$ cat src/ufs_pkg.sv
package ufs_pkg;
  // Register offsets, byte addresses on the plain register port.
  localparam logic [5:0] OFS_DATA = 6'h00;
  localparam logic [5:0] OFS_STAT = 6'h04;
  localparam logic [5:0] OFS_IBRD = 6'h08;
  localparam logic [5:0] OFS_FBRD = 6'h0c;
  localparam logic [5:0] OFS_LCR = 6'h10;
  localparam logic [5:0] OFS_CR = 6'h14;
  localparam logic [5:0] OFS_IFLS = 6'h18;
  localparam logic [5:0] OFS_IMSC = 6'h1c;
  localparam logic [5:0] OFS_RIS = 6'h20;
  localparam logic [5:0] OFS_ICR = 6'h24;
  localparam logic [5:0] OFS_ILPR = 6'h28;
  // Line control fields.
  localparam int LCR_WLEN = 0;
  localparam int LCR_STP2 = 2;
  localparam int LCR_PEN = 3;
  localparam int LCR_EPS = 4;
  localparam int LCR_FEN = 5;
  localparam int LCR_BRK = 6;
  // Control fields.
  localparam int CR_EN = 0;
  localparam int CR_TXE = 1;
  localparam int CR_RXE = 2;
  localparam int CR_DTR = 3;
  localparam int CR_RTS = 4;
  localparam int CR_RTSEN = 5;
  localparam int CR_CTSEN = 6;
  // Interrupt source positions.
  localparam int IRQ_RX = 0;
  localparam int IRQ_RT = 1;
  localparam int IRQ_TX = 2;
  localparam int IRQ_MS = 3;
  localparam int IRQ_ERR = 4;
  // Receive entry fields.
  localparam int RXE_FE = 8;
  localparam int RXE_PE = 9;
  localparam int RXE_BE = 10;
  localparam int RXE_OE = 11;
  // Reset values.
  localparam logic [15:0] IBRD_RST = 16'h0000;
  localparam logic [5:0] FBRD_RST = 6'h00;
  localparam logic [6:0] LCR_RST = 7'h00;
  localparam logic [6:0] CR_RST = 7'h06;
  localparam logic [2:0] IFLS_RST = 3'h2;
  // Buffer shape and trigger levels in entries.
  localparam int DEPTH = 16;
  localparam logic [4:0] CAP_ON = 5'h10;
  localparam logic [4:0] CAP_OFF = 5'h01;
  localparam logic [4:0] TRIG_LVL [5] = '{5'h02, 5'h04, 5'h08, 5'h0c, 5'h0e};
  // Timing.
  localparam int REF_HZ = 10_000_000;
  localparam int LP_HZ = 1_843_200;
  localparam int MAX_BAUD = 460_800;
  localparam logic [7:0] LP_DIV_RST = 8'(REF_HZ / LP_HZ);
  localparam logic [9:0] RX_TMO_TICKS = 10'h200;
  localparam logic [3:0] MID_TICK = 4'h7;
  localparam logic [3:0] LAST_TICK = 4'hf;

  typedef struct packed {
    logic [5:0] addr;
    logic [31:0] wdata;
    logic wr;
    logic rd;
  } ufs_bus_t;

  typedef struct packed {
    logic cts_n;
    logic dcd_n;
    logic dsr_n;
    logic ri_n;
  } ufs_modem_t;

  typedef enum logic [2:0] {ST_IDLE, ST_START, ST_DATA, ST_PAR, ST_STOP} ufs_state_t;
endpackage

$ cat src/ufs_core.sv
// Implementation choices: the register offsets and the address-and-strobe port.
`timescale 1ns/1ps
module ufs_core (
  // Clock and reset.
  input wire logic core_clk,
  input wire logic srst,
  // Register port.
  input wire ufs_pkg::ufs_bus_t bus,
  output logic [31:0] rdata,
  // Serial line and modem lines.
  input wire logic serial_rx_in,
  output logic serial_tx_out,
  input wire ufs_pkg::ufs_modem_t modem,
  output logic request_to_send_out_n,
  output logic terminal_ready_out_n,
  // Interrupt, DMA and low-power reference.
  output logic irq,
  output logic tx_dma_req,
  output logic rx_dma_req,
  output logic lowpower_tick
);
  import ufs_pkg::*;

  logic [15:0] integer_divisor_reg;
  logic [5:0] fraction_divisor_reg;
  logic [6:0] line_control_reg;
  logic [6:0] ctrl_q;
  logic [2:0] ifls_q;
  logic [4:0] imsc_q, ris_q;
  logic [7:0] ilpr_q, lp_cnt_q;
  logic [15:0] bcnt_q;
  logic [5:0] facc_q;
  logic carry_q, oversample_tick;
  logic [7:0] tx_mem [DEPTH];
  logic [11:0] rx_mem [DEPTH];
  logic [3:0] tx_wp_q, tx_rp_q, rx_wp_q, rx_rp_q;
  logic [4:0] tx_cnt_q, rx_cnt_q, cap, lvl;
  logic tx_push, tx_pop, rx_push, rx_pop, rx_done, tx_trig, rx_trig, busy;
  ufs_state_t tx_st_q, rx_st_q;
  logic [3:0] tx_sub_q, rx_sub_q;
  logic [2:0] tx_bit_q, rx_bit_q;
  logic [7:0] tx_sh_q, rx_sh_q;
  logic tx_stp_q, tx_line_q, rx_par_q, rx_pe_q, rx_fe_q, rx_be_q, ovr_q;
  logic [9:0] tmo_q;
  ufs_modem_t modem_q;
  logic [31:0] rd_mux;
  logic wr_data, rd_data;
  logic [2:0] last_bit;
  logic [6:0] fsum;

  // Word length, buffer capacity and trigger level.
  assign last_bit = {1'b0, line_control_reg[LCR_WLEN +: 2]} + 3'h4;
  assign cap = line_control_reg[LCR_FEN] ? CAP_ON : CAP_OFF;
  assign lvl = line_control_reg[LCR_FEN] ?
    TRIG_LVL[ifls_q > 3'h4 ? 3'h4 : ifls_q] : CAP_OFF;
  assign tx_trig = tx_cnt_q < lvl;
  assign rx_trig = rx_cnt_q >= lvl;
  assign wr_data = bus.wr && bus.addr == OFS_DATA;
  assign rd_data = bus.rd && bus.addr == OFS_DATA;
  assign tx_push = wr_data && tx_cnt_q < cap;
  assign rx_pop = rd_data && rx_cnt_q != 5'h00;
  assign rx_push = rx_done && rx_cnt_q < cap;
  assign busy = tx_cnt_q != 5'h00 || tx_st_q != ST_IDLE;
  assign fsum = {1'b0, facc_q} + {1'b0, fraction_divisor_reg};

  // Software registers; control and line settings steer the engines.
  always_ff @(posedge core_clk) begin
    if (srst) begin
      integer_divisor_reg <= IBRD_RST;
      fraction_divisor_reg <= FBRD_RST;
      line_control_reg <= LCR_RST;
      ctrl_q <= CR_RST;
      ifls_q <= IFLS_RST;
      imsc_q <= 5'h00;
      ilpr_q <= LP_DIV_RST;
    end else if (bus.wr) begin
      case (bus.addr)
        OFS_IBRD: integer_divisor_reg <= bus.wdata[15:0];
        OFS_FBRD: fraction_divisor_reg <= bus.wdata[5:0];
        OFS_LCR: line_control_reg <= bus.wdata[6:0];
        OFS_CR: ctrl_q <= bus.wdata[6:0];
        OFS_IFLS: ifls_q <= bus.wdata[2:0];
        OFS_IMSC: imsc_q <= bus.wdata[4:0];
        OFS_ILPR: ilpr_q <= bus.wdata[7:0];
        default: ;
      endcase
    end
  end

  // Fractional divider: the period stretches by one cycle on each fraction carry.
  always_ff @(posedge core_clk) begin
    if (srst || integer_divisor_reg == 16'h0000) begin
      bcnt_q <= 16'h0000;
      facc_q <= 6'h00;
      carry_q <= 1'b0;
      oversample_tick <= 1'b0;
    end else if (bcnt_q + 16'h0001 >= integer_divisor_reg + {15'h0000, carry_q}) begin
      bcnt_q <= 16'h0000;
      facc_q <= fsum[5:0];
      carry_q <= fsum[6];
      oversample_tick <= 1'b1;
    end else begin
      bcnt_q <= bcnt_q + 16'h0001;
      oversample_tick <= 1'b0;
    end
  end

  // Low-power reference divides the core clock down to about 1.8432 MHz.
  always_ff @(posedge core_clk) begin
    if (srst || lp_cnt_q + 8'h01 >= ilpr_q) begin
      lp_cnt_q <= 8'h00;
      lowpower_tick <= !srst;
    end else begin
      lp_cnt_q <= lp_cnt_q + 8'h01;
      lowpower_tick <= 1'b0;
    end
  end

  // Transmit buffer.
  always_ff @(posedge core_clk) begin
    if (srst) begin
      tx_wp_q <= 4'h0;
      tx_rp_q <= 4'h0;
      tx_cnt_q <= 5'h00;
    end else begin
      if (tx_push) begin
        tx_mem[tx_wp_q] <= bus.wdata[7:0];
        tx_wp_q <= tx_wp_q + 4'h1;
      end
      if (tx_pop) tx_rp_q <= tx_rp_q + 4'h1;
      tx_cnt_q <= tx_cnt_q + {4'h0, tx_push} - {4'h0, tx_pop};
    end
  end

  // Transmitter starts a frame on a tick when enabled and allowed by CTS.
  assign tx_pop = tx_st_q == ST_IDLE && oversample_tick && tx_cnt_q != 5'h00 &&
    ctrl_q[CR_EN] && ctrl_q[CR_TXE] && !(ctrl_q[CR_CTSEN] && modem_q.cts_n);

  always_ff @(posedge core_clk) begin
    if (srst) begin
      tx_st_q <= ST_IDLE;
      tx_sub_q <= 4'h0;
      tx_bit_q <= 3'h0;
      tx_sh_q <= 8'h00;
      tx_stp_q <= 1'b0;
      tx_line_q <= 1'b1;
    end else if (tx_pop) begin
      tx_st_q <= ST_START;
      tx_sh_q <= tx_mem[tx_rp_q];
      tx_sub_q <= 4'h0;
      tx_line_q <= 1'b0;
    end else if (oversample_tick && tx_st_q != ST_IDLE) begin
      tx_sub_q <= tx_sub_q + 4'h1;
      if (tx_sub_q == LAST_TICK) begin
        case (tx_st_q)
          ST_START: begin
            tx_st_q <= ST_DATA;
            tx_bit_q <= 3'h0;
            tx_line_q <= tx_sh_q[0];
          end
          ST_DATA: begin
            tx_bit_q <= tx_bit_q + 3'h1;
            if (tx_bit_q != last_bit) begin
              tx_line_q <= tx_sh_q[tx_bit_q + 3'h1];
            end else if (line_control_reg[LCR_PEN]) begin
              tx_st_q <= ST_PAR;
              tx_line_q <= ^(tx_sh_q & (8'hff >> (3'h7 - last_bit))) ^ !line_control_reg[LCR_EPS];
            end else begin
              tx_st_q <= ST_STOP;
              tx_stp_q <= line_control_reg[LCR_STP2];
              tx_line_q <= 1'b1;
            end
          end
          ST_PAR: begin
            tx_st_q <= ST_STOP;
            tx_stp_q <= line_control_reg[LCR_STP2];
            tx_line_q <= 1'b1;
          end
          ST_STOP: begin
            tx_stp_q <= 1'b0;
            if (!tx_stp_q) tx_st_q <= ST_IDLE;
          end
          default: tx_st_q <= ST_IDLE;
        endcase
      end
    end
  end

  // Receiver validates the start bit mid-bit, then samples every sixteen ticks.
  always_ff @(posedge core_clk) begin
    if (srst) begin
      rx_st_q <= ST_IDLE;
      rx_sub_q <= 4'h0;
      rx_bit_q <= 3'h0;
      rx_sh_q <= 8'h00;
      {rx_par_q, rx_pe_q, rx_fe_q, rx_be_q, rx_done} <= 5'h00;
    end else begin
      rx_done <= 1'b0;
      case (rx_st_q)
        ST_IDLE: if (!serial_rx_in && ctrl_q[CR_EN] && ctrl_q[CR_RXE]) begin
          rx_st_q <= ST_START;
          rx_sub_q <= 4'h0;
          rx_sh_q <= 8'h00;
          {rx_par_q, rx_pe_q} <= 2'h0;
        end
        ST_START: if (oversample_tick) begin
          rx_sub_q <= rx_sub_q + 4'h1;
          if (rx_sub_q == MID_TICK) begin
            rx_st_q <= serial_rx_in ? ST_IDLE : ST_DATA;
            rx_sub_q <= 4'h0;
            rx_bit_q <= 3'h0;
          end
        end
        ST_DATA, ST_PAR, ST_STOP: if (oversample_tick) begin
          rx_sub_q <= rx_sub_q + 4'h1;
          if (rx_sub_q == LAST_TICK) begin
            if (rx_st_q == ST_DATA) begin
              rx_sh_q[rx_bit_q] <= serial_rx_in;
              rx_bit_q <= rx_bit_q + 3'h1;
              if (rx_bit_q == last_bit) begin
                rx_st_q <= line_control_reg[LCR_PEN] ? ST_PAR : ST_STOP;
              end
            end else if (rx_st_q == ST_PAR) begin
              rx_par_q <= serial_rx_in;
              rx_pe_q <= (^rx_sh_q ^ serial_rx_in) == line_control_reg[LCR_EPS];
              rx_st_q <= ST_STOP;
            end else begin
              rx_fe_q <= !serial_rx_in;
              rx_be_q <= !serial_rx_in && rx_sh_q == 8'h00 && !rx_par_q;
              rx_done <= 1'b1;
              rx_st_q <= ST_IDLE;
            end
          end
        end
        default: rx_st_q <= ST_IDLE;
      endcase
    end
  end

  // Receive buffer; a full buffer refuses the new character and raises overrun.
  always_ff @(posedge core_clk) begin
    if (srst) begin
      rx_wp_q <= 4'h0;
      rx_rp_q <= 4'h0;
      rx_cnt_q <= 5'h00;
      ovr_q <= 1'b0;
    end else begin
      if (rx_push) begin
        rx_mem[rx_wp_q] <= {ovr_q, rx_be_q, rx_pe_q, rx_fe_q, rx_sh_q};
        rx_wp_q <= rx_wp_q + 4'h1;
      end
      if (rx_pop) rx_rp_q <= rx_rp_q + 4'h1;
      rx_cnt_q <= rx_cnt_q + {4'h0, rx_push} - {4'h0, rx_pop};
      if (rx_done && !rx_push) ovr_q <= 1'b1;
      else if (rx_push) ovr_q <= 1'b0;
    end
  end

  // Receive timeout after 32 idle bit times with data still held.
  always_ff @(posedge core_clk) begin
    if (srst || rx_push || rx_pop || rx_cnt_q == 5'h00 || rx_st_q != ST_IDLE) begin
      tmo_q <= 10'h000;
    end else if (oversample_tick && tmo_q != RX_TMO_TICKS) begin
      tmo_q <= tmo_q + 10'h001;
    end
  end

  // Sticky sources; a set in the same cycle as a clear wins.
  always_ff @(posedge core_clk) begin
    if (srst) begin
      ris_q <= 5'h00;
      modem_q <= 4'hf;
    end else begin
      modem_q <= modem;
      ris_q[IRQ_RX] <= (ris_q[IRQ_RX] && !(bus.wr && bus.addr == OFS_ICR && bus.wdata[IRQ_RX]))
        || rx_trig;
      ris_q[IRQ_RT] <= (ris_q[IRQ_RT] && !(bus.wr && bus.addr == OFS_ICR && bus.wdata[IRQ_RT]))
        || (oversample_tick && tmo_q + 10'h001 == RX_TMO_TICKS);
      ris_q[IRQ_TX] <= (ris_q[IRQ_TX] && !(bus.wr && bus.addr == OFS_ICR && bus.wdata[IRQ_TX]))
        || tx_trig;
      ris_q[IRQ_MS] <= (ris_q[IRQ_MS] && !(bus.wr && bus.addr == OFS_ICR && bus.wdata[IRQ_MS]))
        || modem != modem_q;
      ris_q[IRQ_ERR] <= (ris_q[IRQ_ERR] && !(bus.wr && bus.addr == OFS_ICR && bus.wdata[IRQ_ERR]))
        || (rx_done && (rx_fe_q || rx_pe_q || rx_be_q || !rx_push));
    end
  end

  // Registered outputs to the pins, interrupt and DMA controller.
  always_ff @(posedge core_clk) begin
    if (srst) begin
      serial_tx_out <= 1'b1;
      request_to_send_out_n <= 1'b1;
      terminal_ready_out_n <= 1'b1;
      irq <= 1'b0;
      tx_dma_req <= 1'b0;
      rx_dma_req <= 1'b0;
    end else begin
      serial_tx_out <= tx_line_q && !line_control_reg[LCR_BRK];
      request_to_send_out_n <= ctrl_q[CR_RTSEN] ? rx_trig : !ctrl_q[CR_RTS];
      terminal_ready_out_n <= !ctrl_q[CR_DTR];
      irq <= |(ris_q & imsc_q);
      tx_dma_req <= tx_trig && ctrl_q[CR_EN];
      rx_dma_req <= (rx_trig || rx_cnt_q != 5'h00) && ctrl_q[CR_EN];
    end
  end

  // Read mux; the data register pops one entry, unmapped offsets read zero.
  always_comb begin
    rd_mux = 32'h0000_0000;
    case (bus.addr)
      OFS_DATA: rd_mux = rx_cnt_q != 5'h00 ? {20'h00000, rx_mem[rx_rp_q]} : 32'h0000_0000;
      OFS_STAT: rd_mux = {20'h00000, modem_q, ovr_q, busy, rx_cnt_q == 5'h00,
        tx_cnt_q >= cap, rx_cnt_q >= cap, tx_cnt_q == 5'h00, rx_trig, tx_trig};
      OFS_IBRD: rd_mux = {16'h0000, integer_divisor_reg};
      OFS_FBRD: rd_mux = {26'h0000000, fraction_divisor_reg};
      OFS_LCR: rd_mux = {25'h0000000, line_control_reg};
      OFS_CR: rd_mux = {25'h0000000, ctrl_q};
      OFS_IFLS: rd_mux = {29'h00000000, ifls_q};
      OFS_IMSC: rd_mux = {27'h0000000, imsc_q};
      OFS_RIS: rd_mux = {27'h0000000, ris_q};
      OFS_ILPR: rd_mux = {24'h000000, ilpr_q};
      default: rd_mux = 32'h0000_0000;
    endcase
  end

  always_ff @(posedge core_clk) begin
    if (srst) rdata <= 32'h0000_0000;
    else if (bus.rd) rdata <= rd_mux;
    else rdata <= 32'h0000_0000;
  end
endmodule

$ cat config.mk
export PLATFORM = sky130hd
export DESIGN_NAME = ufs_core
export DESIGN_NICKNAME = d
export VERILOG_FILES = /design/src/ufs_pkg.sv /design/src/ufs_core.sv
export SDC_FILE = /design/constraint.sdc
export NUM_CORES = 1
export LEC_CHECK = 0
export BUFFER_PORTS_ARGS = -buffer_cell sky130_fd_sc_hd__buf_2
export CORE_MARGIN = 5
export CORE_UTILIZATION = 42
export CTS_CLUSTER_SIZE = 24
export DETAILED_ROUTE_END_ITERATION = 8
export PLACE_DENSITY = 0.62
export SLEW_MARGIN = 10
export SYNTH_ARGS = -nofsm -noshare
export SYNTH_HDL_FRONTEND = slang
export SYNTH_SLANG_ARGS = --single-unit
$ cat constraint.sdc
create_clock -name core_clk -period 4 [get_ports core_clk]
set_input_delay 0.4 -clock core_clk [delete_from_list [all_inputs] [get_ports core_clk]]
set_output_delay 0.4 -clock core_clk [all_outputs]
set_load 0.005 [all_outputs]
**After elaboration in Yosys (flattened, before gate mapping)**

Memories as Yosys holds them, arrays and structs flattened. A register that Yosys moved wholly into a read port is not among the register bits.
Cells that the tools add are included.

- Add/subtract/negate cells: 19
- Order comparisons: 13
- Equal/unequal tests: 41
- Shifts and indexed selects: 1
- Mux-type cells: 79
- Bitwise operators: 12
- Reduce and logical (&&, ||, !) cells: 111

Operators with widths:

| cell | number |
|---|---|
| 16-bit one-hot mux with 10 select lines | 1 |
| 3-bit two-way mux | 17 |
| 1-bit logical AND | 35 |
| 1-bit two-way mux | 32 |
| 8-bit two-way mux | 4 |
| 4-bit by 1-bit adder with 4-bit output (second input constant) | 6 |
| 6-bit by 5-bit == test with 1-bit output (second input constant) | 4 |
| 4-bit two-way mux | 6 |
| 6-bit AND reduction | 4 |
| 2-bit != test (second input constant) | 11 |
| 5-bit two-way mux | 4 |
| 6-bit == test (second input constant) | 3 |
| 16-bit by 1-bit adder with 16-bit output | 1 |
| 16-bit by 1-bit adder with 16-bit output (second input constant) | 1 |
| 16-bit >= comparator | 1 |
| 16-bit zero test | 1 |
| 1-bit logical OR | 16 |
| 8-bit one-hot mux with 2 select lines | 1 |
| 4-bit AND reduction | 4 |
| 8-bit XOR reduction | 2 |
| 5-bit >= comparator | 3 |
| 5-bit < comparator | 3 |
| 1-bit zero test | 14 |
| 2-bit AND reduction | 7 |
| other kinds (57) | 95 |

- Register bits after elaboration: 204
- RAM bits: 320
- ROM bits: 40
- Output and inout bits: 39
- Memories: 3

Memories:

| name | words | bits a word | read ports | clocked after Yosys merged registers in | write ports | RTL line | source |
|---|---|---|---|---|---|---|---|
| rx_mem | 16 | 12 | 1 | 1 | 1 | ufs_core.sv:35 | `logic [11:0] rx_mem [DEPTH];` |
| tx_mem | 16 | 8 | 1 | 1 | 1 | ufs_core.sv:34 | `logic [7:0] tx_mem [DEPTH];` |
| (no name shown) | 8 | 5 | 1 | 0 | 0 | ufs_core.sv:55 | `TRIG_LVL[ifls_q > 3'h4 ? 3'h4 : ifls_q] : CAP_OFF;` |

**Longest topological paths before layout**

- Word-level depth: 12
- Mapped depth: 16
- Gate-level depth less buffers: 16

**Least setup slack after synthesis**

Ideal clock, no wire load.

- Path kind: register to register
- Start: reg rx_cnt_q[1]
- End: reg rx_cnt_q[4]
- Setup time: 70 ps
- Arrival time: 2973 ps
- Required time: 3930 ps
- Path slack: 957 ps
- Cell stages (with the launch flop): 15
- Period minus slack after synthesis: 3043 ps
- Cell sequence: dfxtp_1 > inv_1 > ha_1 > inv_1 > o211ai_1 > a211oi_2 > inv_1 > ha_1 > inv_1 > ha_1 > fa_1 > a21oi_1 > nor2_1 > or3_1 > a21oi_1

- Word-level cells in the longest chain between the ends: 4
- Elaborated cells between the ends (all ways): 6
- Those cells by class: add/sub (2); order compare (1); reduce/logical (3)

RTL lines:

| item | RTL line | source |
|---|---|---|
| start, declared | ufs_core.sv:37 | `logic [4:0] tx_cnt_q, rx_cnt_q, cap, lvl;` |
| start signal, assigned | ufs_core.sv:253 | `rx_cnt_q <= rx_cnt_q + {4'h0, rx_push} - {4'h0, rx_pop};` |
| 5-bit < comparator | ufs_core.sv:62 | `assign rx_push = rx_done && rx_cnt_q < cap;` |
| 1-bit logical AND | ufs_core.sv:62 |  |
| 5-bit by 1-bit adder with 5-bit output | ufs_core.sv:253 |  |
| 5-bit by 1-bit subtractor with 5-bit output (*) | ufs_core.sv:253 |  |

Mark *: on every way between the ends. The rest lies on a longest branch, timed or not.
A chain may end at the register's enable or synchronous reset.

**Final worst setup path**

- Start: reg integer_divisor_reg[0]
- End: reg bcnt_q[4]

- Word-level cells in the longest chain between the ends: 3
- Elaborated cells between the ends (all ways): 5
- Those cells by class: add/sub (1); order compare (1); reduce/logical (3)

RTL lines:

| item | RTL line | source |
|---|---|---|
| start, declared | ufs_core.sv:24 | `logic [15:0] integer_divisor_reg;` |
| start signal, assigned | ufs_core.sv:78 | `OFS_IBRD: integer_divisor_reg <= bus.wdata[15:0];` |
| 16-bit by 1-bit adder with 16-bit output or 16-bit zero test (tied branches) | ufs_core.sv:97, ufs_core.sv:92 |  |
| 16-bit >= comparator or 1-bit logical OR (tied branches) | ufs_core.sv:97, ufs_core.sv:92 |  |
| 2-bit OR reduction (no line) (*) | -- |  |
| end signal, assigned | ufs_core.sv:103 | `bcnt_q <= bcnt_q + 16'h0001;` |
| end, declared | ufs_core.sv:31 | `logic [15:0] bcnt_q;` |

Marks and branches as above.

==> results.yml <==
outcome:
  outcome: "finished, final reports clean"
grt:
  grt_max_degree: 73
  grt_pass1_vias: 13900
  grt_use_total: 0.1736
  met1_usage: 0.2509
  antenna_found_initial: 0
  grtUsageMet3: 0.03134
  grt.overflow.total: 0
  globalRoute.busiestLayer: "met2"
  grt_util_met2: 0.2752
  grt_pass1_wl_mm: 81.90
setup_path:
  crit_end: "bcnt_q[4]"
  worst_r2r_startpoint: "integer_divisor_reg[0]"
  cp_slowest_cell: "dfxtp_1"
  path_max_fanout: 16
  start_kind: "register"
  crit_path_start: "integer_divisor_reg[0]"
  worstPathCellList: "ha_1 -> nand3_1 -> nor2_1 -> nand3_1 -> nor3_1 -> xnor2_1 -> ha_1 -> and2_1 -> a221oi_1 -> nor4b_2 -> o21a_1 -> o21ai_2 -> nor2b_1"
  crit_required_ns: 4.54
  rr_worst_depth: 13
  worstSetupPathType: "reg -> reg"
  arrival_ns: 4.18
  r2r_end: "bcnt_q[4]"
  endpoint_kind: "register"
  r2r_slack_ns: 0.35
  cp_slowest_stage_delay_ns: 0.41
clocking:
  clockBufferDepth: 3
  cts_tree: "built"
  clkLatencyLatePin_ns: 0.61
  htreeDepth: 2
  root_buffer: "clkbuf_16"
  numCtsBuffers: 54
  clock-sinks: 520
  cts.clk_slew.worst_paths_ns: 0.06
layout:
  fill_cells: 4665
  finalNonFillerCells: 2565
  seq_area_um2: 13620
  diodes: 0
  postLayoutCoreUtil: 0.4759
  largestRegisters: "rx_mem x192, tx_mem x128"
  top_register: "rx_mem"
  largest_register_ffs: 192
  multiInputGateArea_um2: 8735
  finalNetCount: 1955
  area_growth_pct: 11.79
  drive_gt1_frac: 0.1621
drt:
  vias: 14270
  drt_pre_antenna_iters: 5
  viasPerCell: 5.562
  routed_wl_mm: 52.43
  first_iter_violations: 1197
  ant_nets: 0
  remaining_drc_errors: 0
  wl_per_cell_um: 20.44
synth:
  synthCells: 1761
  yosys-top-cells-area: "edfxtp_1 (42%), dfxtp_1 (17%), mux4_2 (9.9%)"
  synth_area_per_cell_um2: 13.09
  ys_types: 86
  synth_warnings: 0
  syn-cell-area_um2: 23050
  ys_ff_latch: 520
  synth_ff_type: "edfxtp_1"
  synth_top_area_frac: 0.4170
  seq_area_frac_synth: 0.5907
  synth_top_cell_by_area: "edfxtp_1"
  ys_async_sr_fraction: 0
  synth_edf_count: 320
sta:
  timing.hold.ws_ns: 0.03603
  period_minus_slack_ns: 3.648
  fin_skew_ns: 0.02219
  slew_viol_final: 0
  hold_viol_final: 0
  maxSlewHeadroom: 0.2421
  worst_slew_pin_slew_ns: 1.135
  rsz0062_at_grt: "false"
  tns_ns: 0
  setup_viol: 0
  max_freq_ghz: 0.2741
  timing.final.crit_share: 0.9120
die:
  die_area_um2: 59660
  die_h_um: 244.2
  die_x_um: 244.2
  ios: 86
  start_util: 0.4257
  row_count: 85
  coreArea_um2: 54130
placed_design:
  portBuffers: 53
  dp.cells: 2463
  gp_congestion: 0.8339
  dp_hpwl_mm: 35.67
power:
  power_mw: 10.83
  p_leak_nw: 8.928
  peakVddDrop_v: 0.0004005
  power.density_nw_per_um2: 420.3
flow_run:
  drv_cap: 0
worst_hold_path:
  min_path_type: "in -> reg"
==> area by class of cell <==
type,instances,area share
clock inverter,30,0.009567
timing repair buffer,91,0.02253
inverter,64,0.009324
tap,696,0.03380
multi-input combinational,1093,0.3390
sequential,520,0.5286
clock buffer,71,0.05711
==> worst max-delay path, delay by kind of cell (launching register included) <==
| family | cells | cell delay, ns |
|---|---|---|
| fa+ha+maj | 2 | 0.47 |
| xor+xnor | 1 | 0.15 |
| simple gates | 7 | 1.55 |
| flops | 1 | 0.41 |
| compound gates | 3 | 0.97 |
==> logic make-up (layout without fill, tap and decap cells) <==
family          count (synthesis)  in the layout  share of synthesized area
buf+inv                       163            256                    0.03301
compound gates                240            240                    0.06754
xor+xnor                       95             95                    0.03610
other cells                     1             16                  0.0001627
simple gates                  527            527                     0.1140
fa+ha+maj                      85             85                    0.04702
mux                           130            130                     0.1115
flops                         520            520                     0.5907
==> cells in the final DEF, fill, tap and decap left out, types with 6 or more instances in the layout <==
cell and n:
or3_1 7, nor2b_1 39, xnor2_1 55, clkbuf_1 11
o21ai_0 38, a21boi_0 6, buf_2 52, buf_4 36
and2_1 10, clkbuf_16 55, mux2i_1 26, nor2_1 152
nor4_1 9, nand4_1 21, and3_1 20, nand2b_1 14
nor3_1 17, nand2_1 116, conb_1 16, a22oi_1 18
ha_1 81, a31oi_1 11, o21ai_1 9, mux4_2 101
a21oi_1 87, nand3_1 82, clkinv_1 8, a222oi_1 7
a21o_1 8, dfxtp_1 197, a211oi_1 6, inv_1 62
edfxtp_1 320, xor2_1 40, clkinv_2 12
==> where the power goes <==
part	leakage (nW)	switching, mW	internal (mW)
sequential	4.79	0.0240	5.67
clock	0.852	2.12	2.74
combinational	3.29	0.189	0.0895
==> how the worst min path moves through the flow <==
stage	from	endpoint	slack, ns	depth (start not counted)
5_1_grt	modem[2]	modem_q[2]	0.004	2
3_3_place_gp	rx_sub_q[1]	rx_sub_q[1]	0.46	2
3_5_place_dp	rx_sub_q[1]	rx_sub_q[1]	0.47	2
6_report	modem[2]	modem_q[2]	0.04	2
2_1_floorplan	ctrl_q[3]	terminal_ready_out_n	0.38	1
4_1_cts	modem[2]	modem_q[2]	0.0009	2
==> stage by stage <==
step	setup slack [ns]	instance area, um^2
2_1_floorplan	0.9569	23100
3_3_place_gp	0.5365	24040
3_5_place_dp	0.4278	24040
4_1_cts	0.3768	25760
5_1_grt	0.06959	25760
6_report	0.3519	25760
==> layer usage <==
| metal | share of wire | routed length, um |
|---|---|---|
| met1 | 0.45 | 23770 |
| met2 | 0.46 | 24350 |
| met3 | 0.061 | 3189 |
| met4 | 0.021 | 1123 |
| met5 | 0 | 0 |
==> cell usage after synthesis (6+ instances only) <==
master	n
edfxtp_1	320
dfxtp_1	200
nor2_1	152
nand2_1	116
mux4_2	101
a21oi_1	87
nand3_1	82
ha_1	81
inv_1	62
xnor2_1	55
xor2_1	40
nor2b_1	39
o21ai_0	38
clkbuf_1	37
mux2i_1	26
buf_4	24
buf_2	22
nand4_1	21
and3_1	20
a22oi_1	18
nor3_1	17
nand2b_1	14
a31oi_1	11
buf_1	11
and2_1	10
nor4_1	9
o21ai_1	9
a21o_1	8
a222oi_1	7
or3_1	7
a211oi_1	6
a21boi_0	6
==> what timing repair did <==
action                    4_1_cts  5_1_grt
hold endpoints to repair        1        0
hold buffers                    1        0
gates resized for setup         0        0
setup buffers                   0        0
(Power assumes the default switching activity.)
